--- src/verilog/hot_reset_defines.svh ---
// Timing counts, field codes and reset values for the reset control block
`ifndef HOT_RESET_DEFINES_SVH
`define HOT_RESET_DEFINES_SVH

// Reset output pulse: least width and the core clock period, both in ns
`define RST_PULSE_NS 250
`define CORE_CLK_PERIOD_NS 10
// Least time rounds up to whole cycles
`define RST_PULSE_CYCLES ((`RST_PULSE_NS + `CORE_CLK_PERIOD_NS - 1) / `CORE_CLK_PERIOD_NS)
// Hot-reset message time on a downstream link before the local reset, in cycles
`define HOT_MSG_CYCLES 16
// Far side mode codes
`define FAR_MODE_READY 2'h0
`define FAR_MODE_NOT_READY 2'h1
// Reset action codes
`define ACTION_NONE 2'h0
`define ACTION_INT_NOT_READY 2'h1
`define ACTION_EXT_NOT_READY 2'h2
// Reset output select: external reset
`define ROS_EXT_RESET 2'h1

`endif

--- src/verilog/hot_reset_pkg.sv ---
// Types shared by the reset control block
package hot_reset_pkg;
	typedef enum logic [1:0] {
		SEQ_IDLE = 2'b00,
		SEQ_MSG = 2'b01,
		SEQ_RESET = 2'b10
	} seq_state_e;
endpackage

--- src/verilog/reset_pulse_gen.sv ---
// Fixed-width active-low reset pulse timed on the core clock
`include "hot_reset_defines.svh"
module reset_pulse_gen #(
	parameter int unsigned CYCLES = `RST_PULSE_CYCLES
) (
	// Clock and reset
	input wire logic core_clk_in,
	input wire logic reset_in,
	// Trigger and pulse
	input wire logic fire_in,
	output logic pulse_n_out
);
	localparam int unsigned CW = $clog2(CYCLES + 1);
	logic [CW-1:0] count_r;
	logic [CW-1:0] count_nxt;
	logic pulse_n_r;
	logic pulse_n_nxt;

	// A new trigger restarts the full width, so the pulse never comes out short
	always_comb begin
		count_nxt = count_r;
		if (fire_in) begin
			count_nxt = CW'(CYCLES);
		end else if (count_r != '0) begin
			count_nxt = count_r - CW'(1);
		end
		pulse_n_nxt = (count_nxt == '0);
	end

	always_ff @(posedge core_clk_in or posedge reset_in) begin
		if (reset_in) begin
			count_r <= '0;
			pulse_n_r <= 1'b1;
		end else begin
			count_r <= count_nxt;
			pulse_n_r <= pulse_n_nxt;
		end
	end

	assign pulse_n_out = pulse_n_r;

	a_pulse_width: assert property (@(posedge core_clk_in) disable iff (reset_in)
		$fell(pulse_n_r) |-> !pulse_n_r [*8])
		else $error("reset pulse too short");
endmodule // reset_pulse_gen

--- src/verilog/downstream_hot_seq.sv ---
// Downstream port hot reset sequence: message first, then local reset
`include "hot_reset_defines.svh"
module downstream_hot_seq
	import hot_reset_pkg::*;
#(
	parameter int unsigned MSG_CYCLES = `HOT_MSG_CYCLES
) (
	// Clock and reset
	input wire logic core_clk_in,
	input wire logic reset_in,
	// Request and outputs
	input wire logic start_in,
	output logic send_msg_out,
	output logic port_reset_out
);
	localparam int unsigned CW = $clog2(MSG_CYCLES + 1);
	seq_state_e state_r;
	seq_state_e state_nxt;
	logic [CW-1:0] cnt_r;
	logic [CW-1:0] cnt_nxt;

	// Message phase runs to its end before the port is reset
	always_comb begin
		state_nxt = state_r;
		cnt_nxt = cnt_r;
		unique case (state_r)
			SEQ_IDLE: begin
				if (start_in) begin
					state_nxt = SEQ_MSG;
					cnt_nxt = CW'(MSG_CYCLES);
				end
			end
			SEQ_MSG: begin
				cnt_nxt = cnt_r - CW'(1);
				if (cnt_r == CW'(1)) begin
					state_nxt = SEQ_RESET;
				end
			end
			SEQ_RESET: begin
				state_nxt = SEQ_IDLE;
			end
			default: begin
				state_nxt = SEQ_IDLE;
			end
		endcase
	end

	always_ff @(posedge core_clk_in or posedge reset_in) begin
		if (reset_in) begin
			state_r <= SEQ_IDLE;
			cnt_r <= '0;
		end else begin
			state_r <= state_nxt;
			cnt_r <= cnt_nxt;
		end
	end

	assign send_msg_out = (state_r == SEQ_MSG);
	assign port_reset_out = (state_r == SEQ_RESET);

	a_msg_first: assert property (@(posedge core_clk_in) disable iff (reset_in)
		port_reset_out |-> $past(send_msg_out))
		else $error("port reset without message");
endmodule // downstream_hot_seq

--- src/verilog/hot_reset_ctrl.sv ---
// Hot and bridge-side reset control for a three-port switch
`include "hot_reset_defines.svh"
////////////////////////////////////////////////////////////////////////////////
// Overview of operation
// - Upstream hot-reset sets or link down reset device
// - Downstream hot-reset sets are ignored
// - Global reset spares PLL, SerDes, SMBus, EEPROM
// - Sticky and unlock-writable fields survive hot reset
// - Downstream ports send message before own reset
// - Upstream bus reset resets downstream ports only; in bridge mode the code also resets both bridge sides
// - Downstream bus reset: message then phy reset
// - Reset action applied on opposite side reset
// - Internal fundamental reset marks far side unready
// - Propagated external reset becomes full fundamental reset
// - Plain external reset resets external side only
// - External reset performs enabled reset action
// - External reset sets internal far-reset flag, interrupt
// - External reset sets internal fundamental-reset flag
// - External reset pulses port C output if selected
// - Global hot reset returns GPIO to input
// - Internal side hot reset trigger list
// - Internal hot reset resets both bridge sides
// - External action fields read zero during reset
// - Internal hot reset sets external far-reset flag
// - Internal hot reset sets sticky external hot flag
// - Internal hot reset drives port C low 250ns
// - Downstream hot reset pulses port reset output
module hot_reset_ctrl
	import hot_reset_pkg::*;
#(
	parameter int unsigned PULSE_CYCLES = `RST_PULSE_CYCLES,
	parameter int unsigned MSG_CYCLES = `HOT_MSG_CYCLES
) (
	// Clock and reset (fundamental reset of the device)
	input wire logic core_clk_in,
	input wire logic reset_in,
	// Link events
	input wire logic up_hot_ts_in,
	input wire logic up_dl_down_in,
	input wire logic dn_hot_ts_in,
	// Register write strobes
	input wire logic up_secondary_bus_reset_bit_in,
	input wire logic b_secondary_bus_reset_bit_in,
	input wire logic c_secondary_bus_reset_bit_in,
	input wire logic c_bridge_reset_wr_in,
	// Mode and configuration
	input wire logic nonxp_mode_in,
	input wire logic int_propagate_ext_fund_reset_in,
	input wire logic ext_propagate_ext_fund_reset_in,
	input wire logic int_reset_action_enable_in,
	input wire logic [1:0] int_reset_action_code_in,
	input wire logic ext_reset_action_enable_in,
	input wire logic [1:0] ext_reset_action_code_in,
	input wire logic [1:0] reset_out_select_in,
	input wire logic int_far_reset_int_en_in,
	input wire logic [1:0] int_far_mode_wr_in,
	input wire logic int_far_mode_we_in,
	input wire logic ext_side_reset_n_in,
	// Status clears (write one to clear)
	input wire logic int_status_clr_in,
	input wire logic ext_status_clr_in,
	// Reset domains
	output logic device_hot_reset_out,
	output logic int_side_reset_out,
	output logic ext_side_reset_out,
	output logic fund_reset_req_out,
	output logic nonsticky_reset_out,
	output logic gpio_to_input_out,
	// Downstream ports
	output logic port_b_hot_msg_out,
	output logic port_c_hot_msg_out,
	output logic port_b_phy_reset_out,
	output logic port_c_phy_reset_out,
	output logic port_b_reset_out_n,
	output logic port_c_reset_out_n,
	// Bridge status
	output logic [1:0] int_far_side_mode_out,
	output logic int_side_not_ready_out,
	output logic ext_side_not_ready_out,
	output logic int_far_side_reset_seen_out,
	output logic int_far_side_fund_reset_seen_out,
	output logic ext_far_side_reset_seen_out,
	output logic ext_far_side_hot_reset_seen_out,
	output logic int_irq_out,
	output logic ext_reset_action_enable_out,
	output logic [1:0] ext_reset_action_code_out
);
	////////////////////////////////////////////////////////////////////////////
	// Event decode
	logic ext_rst_q_r, ext_rst_q_nxt;
	logic ext_fall, global_hot, int_hot, dn_hot, ext_fund, prop_fund;
	logic b_start, c_start;

	// Falling edge of the external bridge reset pin, only in bridge mode
	assign ext_fall = ext_rst_q_r & ~ext_side_reset_n_in & nonxp_mode_in;
	assign global_hot = up_hot_ts_in | up_dl_down_in;
	// Downstream hot-reset sets never enter any trigger term
	assign dn_hot = up_secondary_bus_reset_bit_in;
	assign int_hot = nonxp_mode_in & (global_hot | c_bridge_reset_wr_in | up_secondary_bus_reset_bit_in);
	assign prop_fund = ext_fall & (int_propagate_ext_fund_reset_in | ext_propagate_ext_fund_reset_in);
	assign ext_fund = ext_fall & ~prop_fund;
	assign b_start = global_hot | dn_hot | b_secondary_bus_reset_bit_in;
	assign c_start = (global_hot | dn_hot | c_secondary_bus_reset_bit_in) & ~nonxp_mode_in;

	////////////////////////////////////////////////////////////////////////////
	// Downstream sequencers and pulse timers
	logic b_msg, c_msg, b_rst, c_rst, b_pn, c_pn, c_fire;

	downstream_hot_seq #(.MSG_CYCLES(MSG_CYCLES)) u_seq_b (
		.core_clk_in(core_clk_in),
		.reset_in(reset_in),
		.start_in(b_start),
		.send_msg_out(b_msg),
		.port_reset_out(b_rst)
	);
	downstream_hot_seq #(.MSG_CYCLES(MSG_CYCLES)) u_seq_c (
		.core_clk_in(core_clk_in),
		.reset_in(reset_in),
		.start_in(c_start),
		.send_msg_out(c_msg),
		.port_reset_out(c_rst)
	);

	// Port C pulse also fires for bridge-side resets
	assign c_fire = c_rst | int_hot | (ext_fund & (reset_out_select_in == `ROS_EXT_RESET));

	// Port B pulse follows its own phy reset only
	reset_pulse_gen #(.CYCLES(PULSE_CYCLES)) u_pulse_b (
		.core_clk_in(core_clk_in),
		.reset_in(reset_in),
		.fire_in(b_rst),
		.pulse_n_out(b_pn)
	);
	reset_pulse_gen #(.CYCLES(PULSE_CYCLES)) u_pulse_c (
		.core_clk_in(core_clk_in),
		.reset_in(reset_in),
		.fire_in(c_fire),
		.pulse_n_out(c_pn)
	);

	////////////////////////////////////////////////////////////////////////////
	// Bridge state and flags
	logic [1:0] far_mode_r, far_mode_nxt;
	logic int_nr_r, int_nr_nxt, ext_nr_r, ext_nr_nxt;
	logic i_far_seen_r, i_far_seen_nxt, i_far_fund_r, i_far_fund_nxt;
	logic e_far_seen_r, e_far_seen_nxt, e_far_hot_r, e_far_hot_nxt;
	logic irq_r, irq_nxt;

	// Apply a reset action code to the not-ready pair
	function automatic logic [1:0] apply_action(input logic [1:0] code, input logic [1:0] cur);
		apply_action = cur;
		if (code == `ACTION_INT_NOT_READY) apply_action[0] = 1'b1;
		if (code == `ACTION_EXT_NOT_READY) apply_action[1] = 1'b1;
	endfunction

	// Sets win over clears so no reset event is lost
	always_comb begin
		logic [1:0] nr;
		nr = {ext_nr_r, int_nr_r};
		ext_rst_q_nxt = ext_side_reset_n_in;
		far_mode_nxt = int_far_mode_we_in ? int_far_mode_wr_in : far_mode_r;
		if (ext_fund && int_reset_action_enable_in) nr = apply_action(int_reset_action_code_in, nr);
		// External action fields read zero during an internal hot reset, so they never act on it
		int_nr_nxt = nr[0];
		ext_nr_nxt = nr[1];
		i_far_seen_nxt = ext_fund | (i_far_seen_r & ~int_status_clr_in);
		i_far_fund_nxt = ext_fund | (i_far_fund_r & ~int_status_clr_in);
		e_far_seen_nxt = int_hot | (e_far_seen_r & ~ext_status_clr_in);
		e_far_hot_nxt = int_hot | (e_far_hot_r & ~ext_status_clr_in);
		irq_nxt = i_far_seen_nxt & int_far_reset_int_en_in;
	end

	// Fundamental reset forces far side not ready; of the hot resets only an internal one sets flags, the external far-reset pair
	always_ff @(posedge core_clk_in or posedge reset_in) begin
		if (reset_in) begin
			ext_rst_q_r <= 1'b1;
			far_mode_r <= `FAR_MODE_NOT_READY;
			int_nr_r <= 1'b0;
			ext_nr_r <= 1'b0;
			i_far_seen_r <= 1'b0;
			i_far_fund_r <= 1'b0;
			e_far_seen_r <= 1'b0;
			e_far_hot_r <= 1'b0;
			irq_r <= 1'b0;
		end else begin
			ext_rst_q_r <= ext_rst_q_nxt;
			far_mode_r <= far_mode_nxt;
			int_nr_r <= int_nr_nxt;
			ext_nr_r <= ext_nr_nxt;
			i_far_seen_r <= i_far_seen_nxt;
			i_far_fund_r <= i_far_fund_nxt;
			e_far_seen_r <= e_far_seen_nxt;
			e_far_hot_r <= e_far_hot_nxt;
			irq_r <= irq_nxt;
		end
	end

	////////////////////////////////////////////////////////////////////////////
	// Registered reset domain outputs
	logic dev_r, int_r, ext_r, fund_r, nst_r, gpio_r;
	logic bm_r, cm_r, bp_r, cp_r, bn_r, cn_r, era_en_r;
	logic [1:0] era_code_r;
	logic dev_nxt, int_nxt, ext_nxt, fund_nxt, nst_nxt, gpio_nxt, era_en_nxt;
	logic [1:0] era_code_nxt;

	// Global reset hits bridges, stacks and core; PLL, SerDes, SMBus and EEPROM are outside
	always_comb begin
		dev_nxt = global_hot;
		int_nxt = int_hot;
		ext_nxt = int_hot | ext_fund;
		fund_nxt = prop_fund;
		nst_nxt = global_hot | dn_hot | int_hot | ext_fund;
		gpio_nxt = global_hot;
		era_en_nxt = int_hot ? 1'b0 : ext_reset_action_enable_in;
		era_code_nxt = int_hot ? 2'h0 : ext_reset_action_code_in;
	end

	always_ff @(posedge core_clk_in or posedge reset_in) begin
		if (reset_in) begin
			dev_r <= 1'b0;
			int_r <= 1'b0;
			ext_r <= 1'b0;
			fund_r <= 1'b0;
			nst_r <= 1'b0;
			gpio_r <= 1'b1;
			bm_r <= 1'b0;
			cm_r <= 1'b0;
			bp_r <= 1'b0;
			cp_r <= 1'b0;
			bn_r <= 1'b1;
			cn_r <= 1'b1;
			era_en_r <= 1'b0;
			era_code_r <= 2'h0;
		end else begin
			dev_r <= dev_nxt;
			int_r <= int_nxt;
			ext_r <= ext_nxt;
			fund_r <= fund_nxt;
			nst_r <= nst_nxt;
			gpio_r <= gpio_nxt;
			bm_r <= b_msg;
			cm_r <= c_msg;
			bp_r <= b_rst;
			cp_r <= c_rst;
			bn_r <= b_pn;
			cn_r <= c_pn;
			era_en_r <= era_en_nxt;
			era_code_r <= era_code_nxt;
		end
	end

	assign device_hot_reset_out = dev_r;
	assign int_side_reset_out = int_r;
	assign ext_side_reset_out = ext_r;
	assign fund_reset_req_out = fund_r;
	assign nonsticky_reset_out = nst_r;
	assign gpio_to_input_out = gpio_r;
	assign port_b_hot_msg_out = bm_r;
	assign port_c_hot_msg_out = cm_r;
	assign port_b_phy_reset_out = bp_r;
	assign port_c_phy_reset_out = cp_r;
	assign port_b_reset_out_n = bn_r;
	assign port_c_reset_out_n = cn_r;
	assign int_far_side_mode_out = far_mode_r;
	assign int_side_not_ready_out = int_nr_r;
	assign ext_side_not_ready_out = ext_nr_r;
	assign int_far_side_reset_seen_out = i_far_seen_r;
	assign int_far_side_fund_reset_seen_out = i_far_fund_r;
	assign ext_far_side_reset_seen_out = e_far_seen_r;
	assign ext_far_side_hot_reset_seen_out = e_far_hot_r;
	assign int_irq_out = irq_r;
	assign ext_reset_action_enable_out = era_en_r;
	assign ext_reset_action_code_out = era_code_r;

	////////////////////////////////////////////////////////////////////////////
	// Checks
	a_up_hot_dev: assert property (@(posedge core_clk_in) disable iff (reset_in)
		global_hot |=> device_hot_reset_out)
		else $error("upstream hot reset not taken");
	// Antecedent uses the raw pins, so a downstream set wired into any nonsticky reset term is caught
	a_dn_ts_ignored: assert property (@(posedge core_clk_in) disable iff (reset_in)
		(dn_hot_ts_in && !up_hot_ts_in && !up_dl_down_in && !up_secondary_bus_reset_bit_in
			&& !c_bridge_reset_wr_in && !ext_fall) |=> !nonsticky_reset_out)
		else $error("downstream sets caused reset");
	a_ext_flag_set: assert property (@(posedge core_clk_in) disable iff (reset_in)
		ext_fund |=> (int_far_side_reset_seen_out && int_far_side_fund_reset_seen_out))
		else $error("external reset flags missing");
	a_int_hot_flags: assert property (@(posedge core_clk_in) disable iff (reset_in)
		int_hot |=> (ext_far_side_reset_seen_out && ext_far_side_hot_reset_seen_out && int_side_reset_out))
		else $error("internal hot flags missing");
	a_prop_fund: assert property (@(posedge core_clk_in) disable iff (reset_in)
		prop_fund |=> (fund_reset_req_out && !ext_side_reset_out))
		else $error("propagated reset not full");
	a_era_zero: assert property (@(posedge core_clk_in) disable iff (reset_in)
		int_hot |=> (!ext_reset_action_enable_out && ext_reset_action_code_out == 2'h0))
		else $error("action fields not zero");
	a_c_pulse: assert property (@(posedge core_clk_in) disable iff (reset_in)
		int_hot |=> ##[1:3] !port_c_reset_out_n)
		else $error("port C pulse missing");
	a_port_b_pulse: assert property (@(posedge core_clk_in) disable iff (reset_in)
		port_b_phy_reset_out |=> !port_b_reset_out_n)
		else $error("port B pulse missing");
	a_gpio_input: assert property (@(posedge core_clk_in) disable iff (reset_in)
		global_hot |=> gpio_to_input_out)
		else $error("GPIO not returned to input");
endmodule // hot_reset_ctrl

--- config.mk ---
export PLATFORM = sky130hd
export DESIGN_NAME = hot_reset_ctrl
export DESIGN_NICKNAME = d
export VERILOG_FILES = /design/src/verilog/hot_reset_pkg.sv /design/src/verilog/reset_pulse_gen.sv /design/src/verilog/downstream_hot_seq.sv /design/src/verilog/hot_reset_ctrl.sv
export VERILOG_INCLUDE_DIRS = /design/src /design/src/verilog
export SDC_FILE = /design/constraint.sdc
export NUM_CORES = 1
export LEC_CHECK = 0
export BUFFER_PORTS_ARGS = -buffer_cell sky130_fd_sc_hd__buf_2
export CELL_PAD_IN_SITES_DETAIL_PLACEMENT = 1
export CELL_PAD_IN_SITES_GLOBAL_PLACEMENT = 1
export CORE_ASPECT_RATIO = 0.9
export CORE_MARGIN = 2
export CORE_UTILIZATION = 45
export DETAILED_ROUTE_END_ITERATION = 7
export MAX_ROUTING_LAYER = met4
export PLACE_DENSITY_LB_ADDON = 0.1
export SLEW_MARGIN = 10
export SYNTH_ARGS = -nofsm -noshare
export SYNTH_HDL_FRONTEND = slang
export SYNTH_HIERARCHICAL = 1
export SYNTH_SLANG_ARGS = --single-unit
--- constraint.sdc ---
create_clock -name core_clk_in -period 4.2 [get_ports core_clk_in]
set_input_delay 0.63 -clock core_clk_in [delete_from_list [all_inputs] [get_ports core_clk_in]]
set_output_delay 0.63 -clock core_clk_in [all_outputs]
set_load 0.01 [all_outputs]
==> summary.md, run 1 <==
| Metric | Value |
|---|---|
| Row cnt | 24 |
| # clock sinks | 51 |
| Area growth syn-to-layout | 17.8% |
| RSZ-0062 raised after global routing | no |
| CTS Hold Bufs | 0 |
| Worst Reg-to-Reg Cells | 5 |
| Layout fillers | 543 |
| Count leader, synth | dfrtp_1 |
| Hold Violations, Final | 0 |
| CP Max Fanout | 7 |
| Worst slew margin | 0.373 |
| Status | completed |
| WP data arrival | 2.22 ns |
| Largest net degree at the start of global routing | 26 |
| Wire length on met2 | 2400 µm |
| R2R Setup Slk | 2.18 ns |
| Initial Utilization | 0.462 |
| Antenna Cells | 0 |
| Clock buffer depth | 2 |
| Number of synthesized flops with an enable pin | 0 |
| Lkg Pwr | 0.00123 µW |
| Post-synth top area share | 0.495 |
| Die outline height | 70.7 µm |
| Register area share after synthesis | 0.578 |
| Post-synth top cells | dfrtp_1, inv_1, nand2_1 |
| Worst hold margin | 0.281 ns |
| RR Endpoint | u_pulse_b/pulse_n_out$_DFF_PP1_ |
| First-pass GRT wire length | 8320 µm |
| Die area | 0.00552 mm² |
| Sum Neg Setup Slack | 0 ns |
| Vias | 1552 |
| Syn avg cell area | 11.8 µm² |
| DR DRC count | 0 |
| CTS tree | built |
| Highest metal used | met4 |
| Via density | 5.02 |
| Synth top area cells | dfrtp_1, dfstp_2, inv_1 |
| Metal-1 WL | 2140 µm |
| Wire per inst | 15.4 µm |
| Root Driver | clkbuf_8 |
| Top cell type by total area after synthesis | dfrtp_1 |
| Core ar. | 0.00480 mm² |
| Tot GR Track Use | 0.199 |
| I/O Pins | 51 |
| Initial antenna violation count | 0 |
| Worst-Skew Late Latency | 0.30 ns |
| Required @ worst endpoint | 4.40 ns |
| Fraction of layout cells with a size suffix above 1 | 0.311 |
| Final Max Slew Viols | 0 |
| Crit start category | flop |
| Number of port buffers | 49 |
| First-pass detailed-route iteration total | 4 |
| Critical path origin | u_pulse_b/count_r[0]$_DFF_PP0_ |
| Yosys reg bits | 51 |
| Period utilization | 0.482 |
| Routed met3 length | 165 µm |
| Setup repair bufs after CTS | 0 |
| Cell variety after synth | 36 |
| CP Class | reg2reg |
| Drt total wl | 4760 µm |
| Asr flop ratio synth | 1.00 |
| Max cap viols | 0 |
| Initial DRC Count | 39 |
| Final setup violation count | 0 |
| Antenna Nets Post-Route | 0 |
| FMAX | 494 MHz |
| Syn Inst Count | 188 |
| Post-layout min period | 2.02 ns |
| Yosys warnings | 6 |
| Most used DFF post-synth | dfrtp_1 |
| Final Util | 0.545 |
| Placer congestion estimate | 0.797 |
| Post-cts sizing count | 0 |
| Synthesized cell area | 0.00222 mm² |
| Vias in the first global route | 1712 |
| Critical path endpoint | u_pulse_b/pulse_n_out$_DFF_PP1_ |
| Crit. End Element | flop |
| Gr ovfl total | 0 |
| CTS H-tree lvls | 2 |
| Fin nets | 276 |
| Placed wire-length estimate | 3770 µm |
| Worst Hold Class | in2async |
| Final Power | 1440 µW |
| Peak supply drop | 0.270 mV |
| Critical register-to-register path startpoint | u_pulse_b/count_r[0]$_DFF_PP0_ |
| CTS Buf Count | 5 |
| Slew @ Worst Pin | 0.940 ns |
| Setup Skew | 0.00824 ns |
| Syn Nets | 221 |
| Clock transition at the registers of the reported paths | 0.08 ns |
| P per Cell Area | 552 mW/mm² |
| Die X | 78.1 µm |
[area by class of cell]
cell class	count	area, µm²	share of cell area
clock buffers	8	80.1	0.0306
inverters	24	90.1	0.0344
multi-input cells	112	836	0.319
flip-flops and latches	51	1280	0.491
well taps	65	81.3	0.0311
repair buffers	49	245	0.0937
[worst min path at each step]
stage	startpoint	to	slack (ns)	cells after the start
finish	reset_in	u_pulse_b/count_r[4]$_DFF_PP0_	0.28	2
global placement	u_pulse_b/pulse_n_out$_DFF_PP1_	port_b_reset_out_n$_DFF_PP1_	0.35	0
detailed placement	u_pulse_b/pulse_n_out$_DFF_PP1_	port_b_reset_out_n$_DFF_PP1_	0.35	0
CTS	reset_in	u_pulse_b/count_r[4]$_DFF_PP0_	0.27	2
floorplan	u_pulse_b/pulse_n_out$_DFF_PP1_	port_b_reset_out_n$_DFF_PP1_	0.35	0
global route	reset_in	u_pulse_b/count_r[2]$_DFF_PP0_	0.28	2
[where the power goes]
group	total, µW	switching [µW]	internal (µW)
Sequential	734	121	613
Clock	269	151	119
Combinational	441	235	206
Total	1440	507	938
[cells in the final DEF, fill, tap and decap left out, drive strengths merged, types with 3 or more instances in the layout]
cell type,count
nor4b,6
nor3,4
nor2b,6
dfstp,7
nor2,8
nand2b,7
xnor2,4
nand2,13
and2,3
clkbuf,8
dfrtp,44
inv,24
mux2i,4
nor4,4
o21bai,5
o21ai,12
nand3b,5
buf,49
ha,6
[cell families after synthesis]
group | Yosys count | share of synthesized area
muxes | 6 | 0.0282
AOI/OAI and AO/OA | 30 | 0.113
adders and majority gates | 6 | 0.0338
and+or+nand+nor | 66 | 0.185
buffers and inverters | 25 | 0.0456
xor gates and xnor gates | 4 | 0.0158
DFF | 51 | 0.578
[layer usage]
metal,GRT usage,up-vias
met1,0.251,771
met4,0.0546,0
li1,-,744
met2,0.325,31
met3,0.0446,6
met5,-,-
[registers in the layout, indices dropped and copies added (netlist names), 2 cells and up]
register and flops:
u_seq_b/cnt_r 5, u_seq_b/state_r 2, u_seq_c/state_r 2, int_far_side_mode_out 2
u_pulse_b/count_r 5, u_seq_c/cnt_r 5, u_pulse_c/count_r 5, ext_reset_action_code_out 2
[worst max-delay path, stage by stage (launching register included)]
cell       delay [ns]
dfrtp_1          0.43
inv_1            0.10
ha_1             0.25
nor4b_2          0.22
or4_1            0.55
a2111oi_2        0.38
[stage by stage]
step | setup slack (ns) | cells | cell area, µm²
5_1_grt | 1.98 | 309 | 2620
3_3_place_gp | 2.10 | 301 | 2540
6_report | 2.18 | 309 | 2620
3_5_place_dp | 2.01 | 301 | 2540
2_1_floorplan | 2.31 | 188 | 2220
4_1_cts | 2.17 | 309 | 2620
No activity file was read; power rests on OpenSTA's default activity.
==> run 2: changes to the inputs <==
Settings changed: ABC_AREA from default to 1, CORE_UTILIZATION 45 to 40.
Clock period 4.2 ns to 1.91 ns, I/O delays scaled along.
==> run 2 against run 1 <==
Net effect:
- worst hold slack lost 0.17 ns
- synthesized cell count is 34% higher
- setup slack got worse by 1.7 ns
- sequential share of layout area shrank 2.1 points
- clock skew fell by 0.0019 ns
- cell count up 23%
- sequential power up 110%
- non-clock buffer count up 2
- area after synthesis increased by 2.7%
- critical endpoint is now u_pulse_c/pulse_n_out$_DFF_PP1_
- largest cell class unchanged
==> summary.md, run 2 <==
| Metric | Value |
|---|---|
| Antenna Cells | 0 (unchanged) |
| Wire per inst | 13.4 µm (-13%) |
| Vias | 1772 (+14%) |
| WP data arrival | 1.68 ns (-0.54 ns) |
| Commonest non-fill, non-tap cell in the layout | nand2_1 |
| Comb pwr share | 0.354 (+0.049) |
| Synth top area cells | dfrtp_1, nand2_1, inv_1 |
| Clock transition at the registers of the reported paths | 0.09 ns (about the same) |
| Number of synthesized flops with an enable pin | 0 (unchanged) |
| Lkg Pwr | 0.00151 µW (+23%) |
| Final Max Slew Viols | 0 (unchanged) |
| First-pass detailed-route iteration total | 4 (unchanged) |
| Register area share after synthesis | 0.563 (-0.0152) |
| CTS tree | built |
| RSZ-0062 raised after global routing | no |
| DR DRC count | 0 (unchanged) |
| Tot GR Track Use | 0.177 (-0.0211) |
| Worst Hold Class | in2reg |
| Die X | 83.6 µm (+7.1%) |
| Yosys reg bits | 51 (unchanged) |
| Int Pwr | 2140 µW (+130%) |
| Initial Utilization | 0.408 (-0.0546) |
| Row cnt | 26 (+8.3%) |
| Vias in the first global route | 1741 (+1.7%) |
| Root Driver | clkbuf_8 |
| Via density | 4.66 (-7.2%) |
| Die outline height | 75.7 µm (+7.1%) |
| CTS Buf Count | 5 (unchanged) |
| Initial DRC Count | 41 (+5.1%) |
| Yosys warnings | 6 (unchanged) |
| Seq pwr share | 0.453 (-0.055) |
| FMAX | 693 MHz (+40%) |
| P per Cell Area | 1250 mW/mm² (+130%) |
| Switching Share | 0.377 (+0.0261) |
| Count leader, synth | nand2_1 |
| Post-route insts no fill | 380 (+23%) |
| Crit start category | flop |
| Most used DFF post-synth | dfrtp_1 |
| Area growth syn-to-layout | 19.7% |
| Fin nets | 342 (+24%) |
| Status | completed |
| Antenna Nets Post-Route | 0 (unchanged) |
| CP Class | reg2reg |
| Die area | 0.00633 mm² (+15%) |
| Gr ovfl total | 0 (unchanged) |
| Top cell type by total area after synthesis | dfrtp_1 |
| WP buf/inv | 1 (unchanged) |
| Required @ worst endpoint | 2.14 ns (-2.26 ns) |
| I/O Pins | 51 (unchanged) |
| Initial antenna violation count | 0 (unchanged) |
| Synthesized cell area | 0.00228 mm² (+2.7%) |
| Max cap viols | 0 (unchanged) |
| Asr flop ratio synth | 1.00 (unchanged) |
| Cell variety after synth | 23 (-36%) |
| Layout fillers | 697 (+28%) |
| CTS H-tree lvls | 2 (unchanged) |
| Worst path top cell family by delay | flip-flops |
| Syn Inst Count | 251 (+34%) |
| Multi-input combinational cell area | 795 µm² (-4.9%) |
| Fraction of layout cells with a size suffix above 1 | 0.287 (-0.0244) |
| P_sw | 1290 µW (+150%) |
| Setup repair bufs after CTS | 0 (unchanged) |
| Crit path largest cell delay | 0.38 ns (-0.17 ns) |
| Slowest cell on crit path | dfrtp_1 |
| CP Max Fanout | 5 (-2) |
| Final setup violation count | 0 (unchanged) |
| Worst-Skew Late Latency | 0.30 ns (about the same) |
| Post-layout min period | 1.44 ns (-0.581 ns) |
| Slew @ Worst Pin | 0.321 ns (-0.619 ns) |
| Core ar. | 0.00560 mm² (+16%) |
| Placer congestion estimate | 0.804 (+0.78%) |
| Number of port buffers | 49 (unchanged) |
| Post-synth top cells | nand2_1, inv_1, dfrtp_1 |
| Hold Violations, Final | 0 (unchanged) |
| Sum Neg Setup Slack | 0 ns (unchanged) |
| Placed wire-length estimate | 4070 µm (+8.1%) |
| Syn avg cell area | 9.09 µm² (-23%) |
| Peak supply drop | 0.681 mV (+150%) |
| # clock sinks | 51 (unchanged) |
| Reg area | 0.00128 mm² (unchanged) |
| Placed insts | 371 (+23%) |
| Clock buffer depth | 2 (unchanged) |
| First-pass GRT wire length | 8430 µm (+1.3%) |
| Setup Skew | 0.00630 ns (-0.00194 ns) |
| Period utilization | 0.755 (+0.273) |
| Syn Nets | 284 (+29%) |
| Clock share of power | 0.194 (+0.008) |
| Drt total wl | 5080 µm (+6.8%) |
| CP Cell Sequence | inv_1 -> ha_1 -> nand2_1 -> o21ai_0 -> nand4_1 -> nor2_1 |
| Post-synth top area share | 0.482 (-0.0130) |
| Worst slew margin | 0.786 (+0.413) |
| Largest net degree at the start of global routing | 26 (unchanged) |
| Commonest cells after routing, fill and taps aside | nand2_1, inv_1, buf_2 |
| Crit. End Element | flop |
-- run 2: cell type report --
cell class / instances / area share
timing repair buffer: 51 / 0.0962
inverter: 54 / 0.0742
tap: 70 / 0.0321
multi-input combinational: 146 / 0.291
clock buffer: 8 / 0.0366
sequential: 51 / 0.470
-- run 2: path summary, 6_finish.rpt --
path                       slack, ns                       startpoint                               to  depth (start not counted)
max                             0.47   u_pulse_c/count_r[0]$_DFF_PP0_  u_pulse_c/pulse_n_out$_DFF_PP1_                          6
min                             0.11              ext_side_reset_n_in            ext_rst_q_r$_DFF_PP1_                          1
max reg2reg                     0.47   u_pulse_c/count_r[0]$_DFF_PP0_  u_pulse_c/pulse_n_out$_DFF_PP1_                          6
min reg2reg                     0.36  u_pulse_b/pulse_n_out$_DFF_PP1_     port_b_reset_out_n$_DFF_PP1_                          0
max in group asynchronous       0.98                         reset_in     port_c_reset_out_n$_DFF_PP1_                          4
min in group asynchronous       0.49                         reset_in   u_pulse_c/count_r[2]$_DFF_PP0_                          3
-- run 2: power by group through the flow --
stage                     registers (µW)  logic (µW)  clock network (µW)
after global routing                1600        1420                 727
after global placement              1560        1160                   0
after CTS                           1550        1230                 687
final                               1550        1210                 664
after floorplan                     1550         885                   0
after detailed placement            1570        1220                   0
-- run 2: layer usage --
metal,GRT usage,vias up,share of wire
met5,-,-,0
met4,0.0323,0,0.0045
met3,0.0423,2,0.048
met2,0.288,37,0.48
met1,0.234,845,0.47
li1,-,888,-
-- run 2: repair_timing --
action	in CTS	in global routing
endpoints found under the hold margin	24	0
hold buffers	1	0
endpoints found under the setup margin	0	0
resized for setup	0	0
-- run 2: stage by stage --
step	total power, µW	hold WS, ns	utilization	cell area, µm²	setup WS, ns
floorplan	2440	0.0767	-	2280	0.667
global placement	2720	0.270	0.469	2620	0.374
detailed placement	2790	0.270	0.469	2620	0.313
CTS	3470	0.104	0.488	2730	0.460
global route	3750	0.102	0.488	2730	0.300
finish	3430	0.115	0.488	2730	0.468
-- run 2: kinds of logic after synthesis --
| family | after synthesis | synth area share |
|---|---|---|
| and+or+nand+nor | 123 | 0.265 |
| DFF | 51 | 0.563 |
| muxes | 2 | 0.00987 |
| adders and majority gates | 6 | 0.0329 |
| buffers and inverters | 54 | 0.0888 |
| AOI/OAI and AO/OA | 15 | 0.0400 |
-- run 2: worst reg2reg max path, delay by kind of cell (launching register included) --
kind                       cells  cell delay (ns)
and+or+nand+nor                3             0.37
buffers and inverters          1             0.13
DFF                            1             0.38
adders and majority gates      1             0.28
AOI/OAI and AO/OA              1             0.22
==> run 3: changes to the inputs <==
Clock period 1.91 ns to 1.5 ns, I/O delays scaled along.
==> run 3 against run 2 <==
Net effect:
- fmax grew 7.9%
- cell count grew 0.53%
- die area is the same
- utilization grew 0.18 points
- sequential power grew 27%
- clock power grew 13%
- critical path type unchanged
- critical endpoint unchanged
==> summary.md, run 3 (same netlist as run 2, synthesis figures left out) <==
| Metric | Value |
|---|---|
| Setup repair bufs after CTS | 0 (unchanged) |
| Post-layout min period | 1.34 ns (-0.106 ns) |
| RSZ-0062 raised after global routing | no |
| Commonest cells after routing, fill and taps aside | nand2_1, inv_1, buf_2 |
| Sink of the worst hold path | ext_rst_q_r$_DFF_PP1_ |
| Largest net degree at the start of global routing | 26 (unchanged) |
| Die X | 83.6 µm (unchanged) |
| Initial antenna violation count | 0 (unchanged) |
| Place WS | 0.0792 ns (-0.234 ns) |
| Die area | 0.00633 mm² (unchanged) |
| Clock buffer depth | 2 (unchanged) |
| Row cnt | 26 (unchanged) |
| Tot GR Track Use | 0.170 (-0.00757) |
| Antenna Cells | 0 (unchanged) |
| Hold Path Stages | 1 (unchanged) |
| RR Endpoint | u_pulse_c/pulse_n_out$_DFF_PP1_ |
| # clock sinks | 51 (unchanged) |
| Clock transition at the registers of the reported paths | 0.08 ns (about the same) |
| CP Cell Sequence | inv_1 -> ha_2 -> nand3_2 -> nand2_1 -> inv_1 -> nor2_2 -> nand2_1 -> nor2_1 |
| Worst hold margin | 0.0580 ns (-0.0569 ns) |
| First-pass GRT wire length | 8140 µm (-3.4%) |
| Crit. End Element | flop |
| Slew @ Worst Pin | 0.332 ns (+0.0113 ns) |
| Critical register-to-register path startpoint | u_pulse_c/count_r[0]$_DFF_PP0_ |
| DR DRC count | 0 (unchanged) |
| Antenna Nets Post-Route | 0 (unchanged) |
| Status | completed |
| Hold Violations, Final | 0 (unchanged) |
| Period utilization | 0.891 (+0.136) |
| First-pass detailed-route iteration total | 4 (unchanged) |
| Final setup violation count | 0 (unchanged) |
| Via density | 4.58 (-1.8%) |
| Commonest non-fill, non-tap cell in the layout | nand2_1 |
| Vias in the first global route | 1757 (+0.92%) |
| Peak supply drop | 0.955 mV (+40%) |
| FMAX | 748 MHz (+7.9%) |
| R2R Setup Slk | 0.16 ns (-0.30 ns) |
| Required @ worst endpoint | 1.74 ns (-0.40 ns) |
| Initial DRC Count | 50 (+22%) |
| Max cap viols | 0 (unchanged) |
| Placer congestion estimate | 0.776 (-3.4%) |
| Fraction of layout cells with a size suffix above 1 | 0.295 (+0.00778) |
| Lkg Pwr | 0.00151 µW (-0.27%) |
| Root Driver | clkbuf_8 |
| Area growth syn-to-layout | 20.2% |
| Fin nets | 344 (+0.58%) |
| CTS H-tree lvls | 2 (unchanged) |
| I/O Pins | 51 (unchanged) |
| CP Max Fanout | 5 (unchanged) |
| Final Max Slew Viols | 0 (unchanged) |
| Final worst-path setup slack | 0.164 ns (-0.304 ns) |
| Crit path largest cell delay | 0.39 ns (about the same) |
| HP Start | ext_side_reset_n_in |
| WP data arrival | 1.57 ns (-0.11 ns) |
| Worst Reg-to-Reg Cells | 8 (+2) |
| Drt total wl | 4830 µm (-5.0%) |
| Core ar. | 0.00560 mm² (unchanged) |
| CTS Buf Count | 5 (unchanged) |
| Initial Utilization | 0.408 (unchanged) |
| CP Class | reg2reg |
| Setup Skew | 0.00208 ns (-0.00422 ns) |
| Worst-Skew Late Latency | 0.30 ns (about the same) |
| Crit start category | flop |
| Die outline height | 75.7 µm (unchanged) |
| Worst slew margin | 0.779 (-0.00750) |
| Number of port buffers | 49 (unchanged) |
| Wire per inst | 12.6 µm (-5.5%) |
| P per Cell Area | 1570 mW/mm² (+25%) |
| Vias | 1750 (-1.2%) |
| Placed wire-length estimate | 3900 µm (-4.3%) |
| CTS tree | built |
| Worst Hold Class | in2reg |
| Gr ovfl total | 0 (unchanged) |
| Sum Neg Setup Slack | 0 ns (unchanged) |
| Slowest cell on crit path | dfrtp_1 |
## run 3: layer usage
layer | share of wire | track usage | vias up
met1 | 0.47 | 0.215 | 821
li1 | - | - | 892
met2 | 0.47 | 0.275 | 32
met3 | 0.046 | 0.0423 | 5
met4 | 0.015 | 0.0538 | 0
met5 | 0 | - | -
## run 3: what timing repair did
item,in CTS,in global routing
hold buffers,1,0
resized for setup,0,5
endpoints found under the setup margin,0,2
endpoints found under the hold margin,24,0
## run 3: report_power, final
group | internal (µW) | switching [µW]
clock network | 332 | 415
registers | 1730 | 243
logic | 604 | 986
## run 3: per-stage QoR
step	utilization	std cells	cell area, µm²	total power [µW]
detailed placement	0.471	373	2640	3560
floorplan	-	251	2280	3110
finish	0.490	382	2740	4310
global placement	0.471	373	2640	3460
CTS	0.487	382	2730	4330
global route	0.490	382	2740	4740
## run 3: cell type report
cell class                      count  area [µm²]
Clock buffer                        8        80.1
Timing Repair Buffer               53         278
Sequential cell                    51        1280
Inverter                           54         203
Fill cell                         678        2850
Tap cell                           70        87.6
Multi-Input combinational cell    146         810
## run 3: worst max-delay path by stage
stage                                           end  cells after the start                      startpoint
global route        u_pulse_c/pulse_n_out$_DFF_PP1_                      8  u_pulse_c/count_r[0]$_DFF_PP0_
detailed placement  u_pulse_c/pulse_n_out$_DFF_PP1_                     10                   up_dl_down_in
finish              u_pulse_c/pulse_n_out$_DFF_PP1_                      8  u_pulse_c/count_r[0]$_DFF_PP0_
CTS                 u_pulse_b/pulse_n_out$_DFF_PP1_                      8  u_pulse_b/count_r[0]$_DFF_PP0_
floorplan           u_pulse_c/pulse_n_out$_DFF_PP1_                      8           ext_rst_q_r$_DFF_PP1_
global placement       u_seq_b/cnt_r[4]$_DFFE_PP0P_                      8                   up_dl_down_in
## run 3: worst max-delay path, delay by kind of cell, from the launching register on
family        cells  cell delay, ns
simple gates      5            0.48
flops             1            0.39
fa+ha+maj         1            0.24
buf+inv           2            0.17
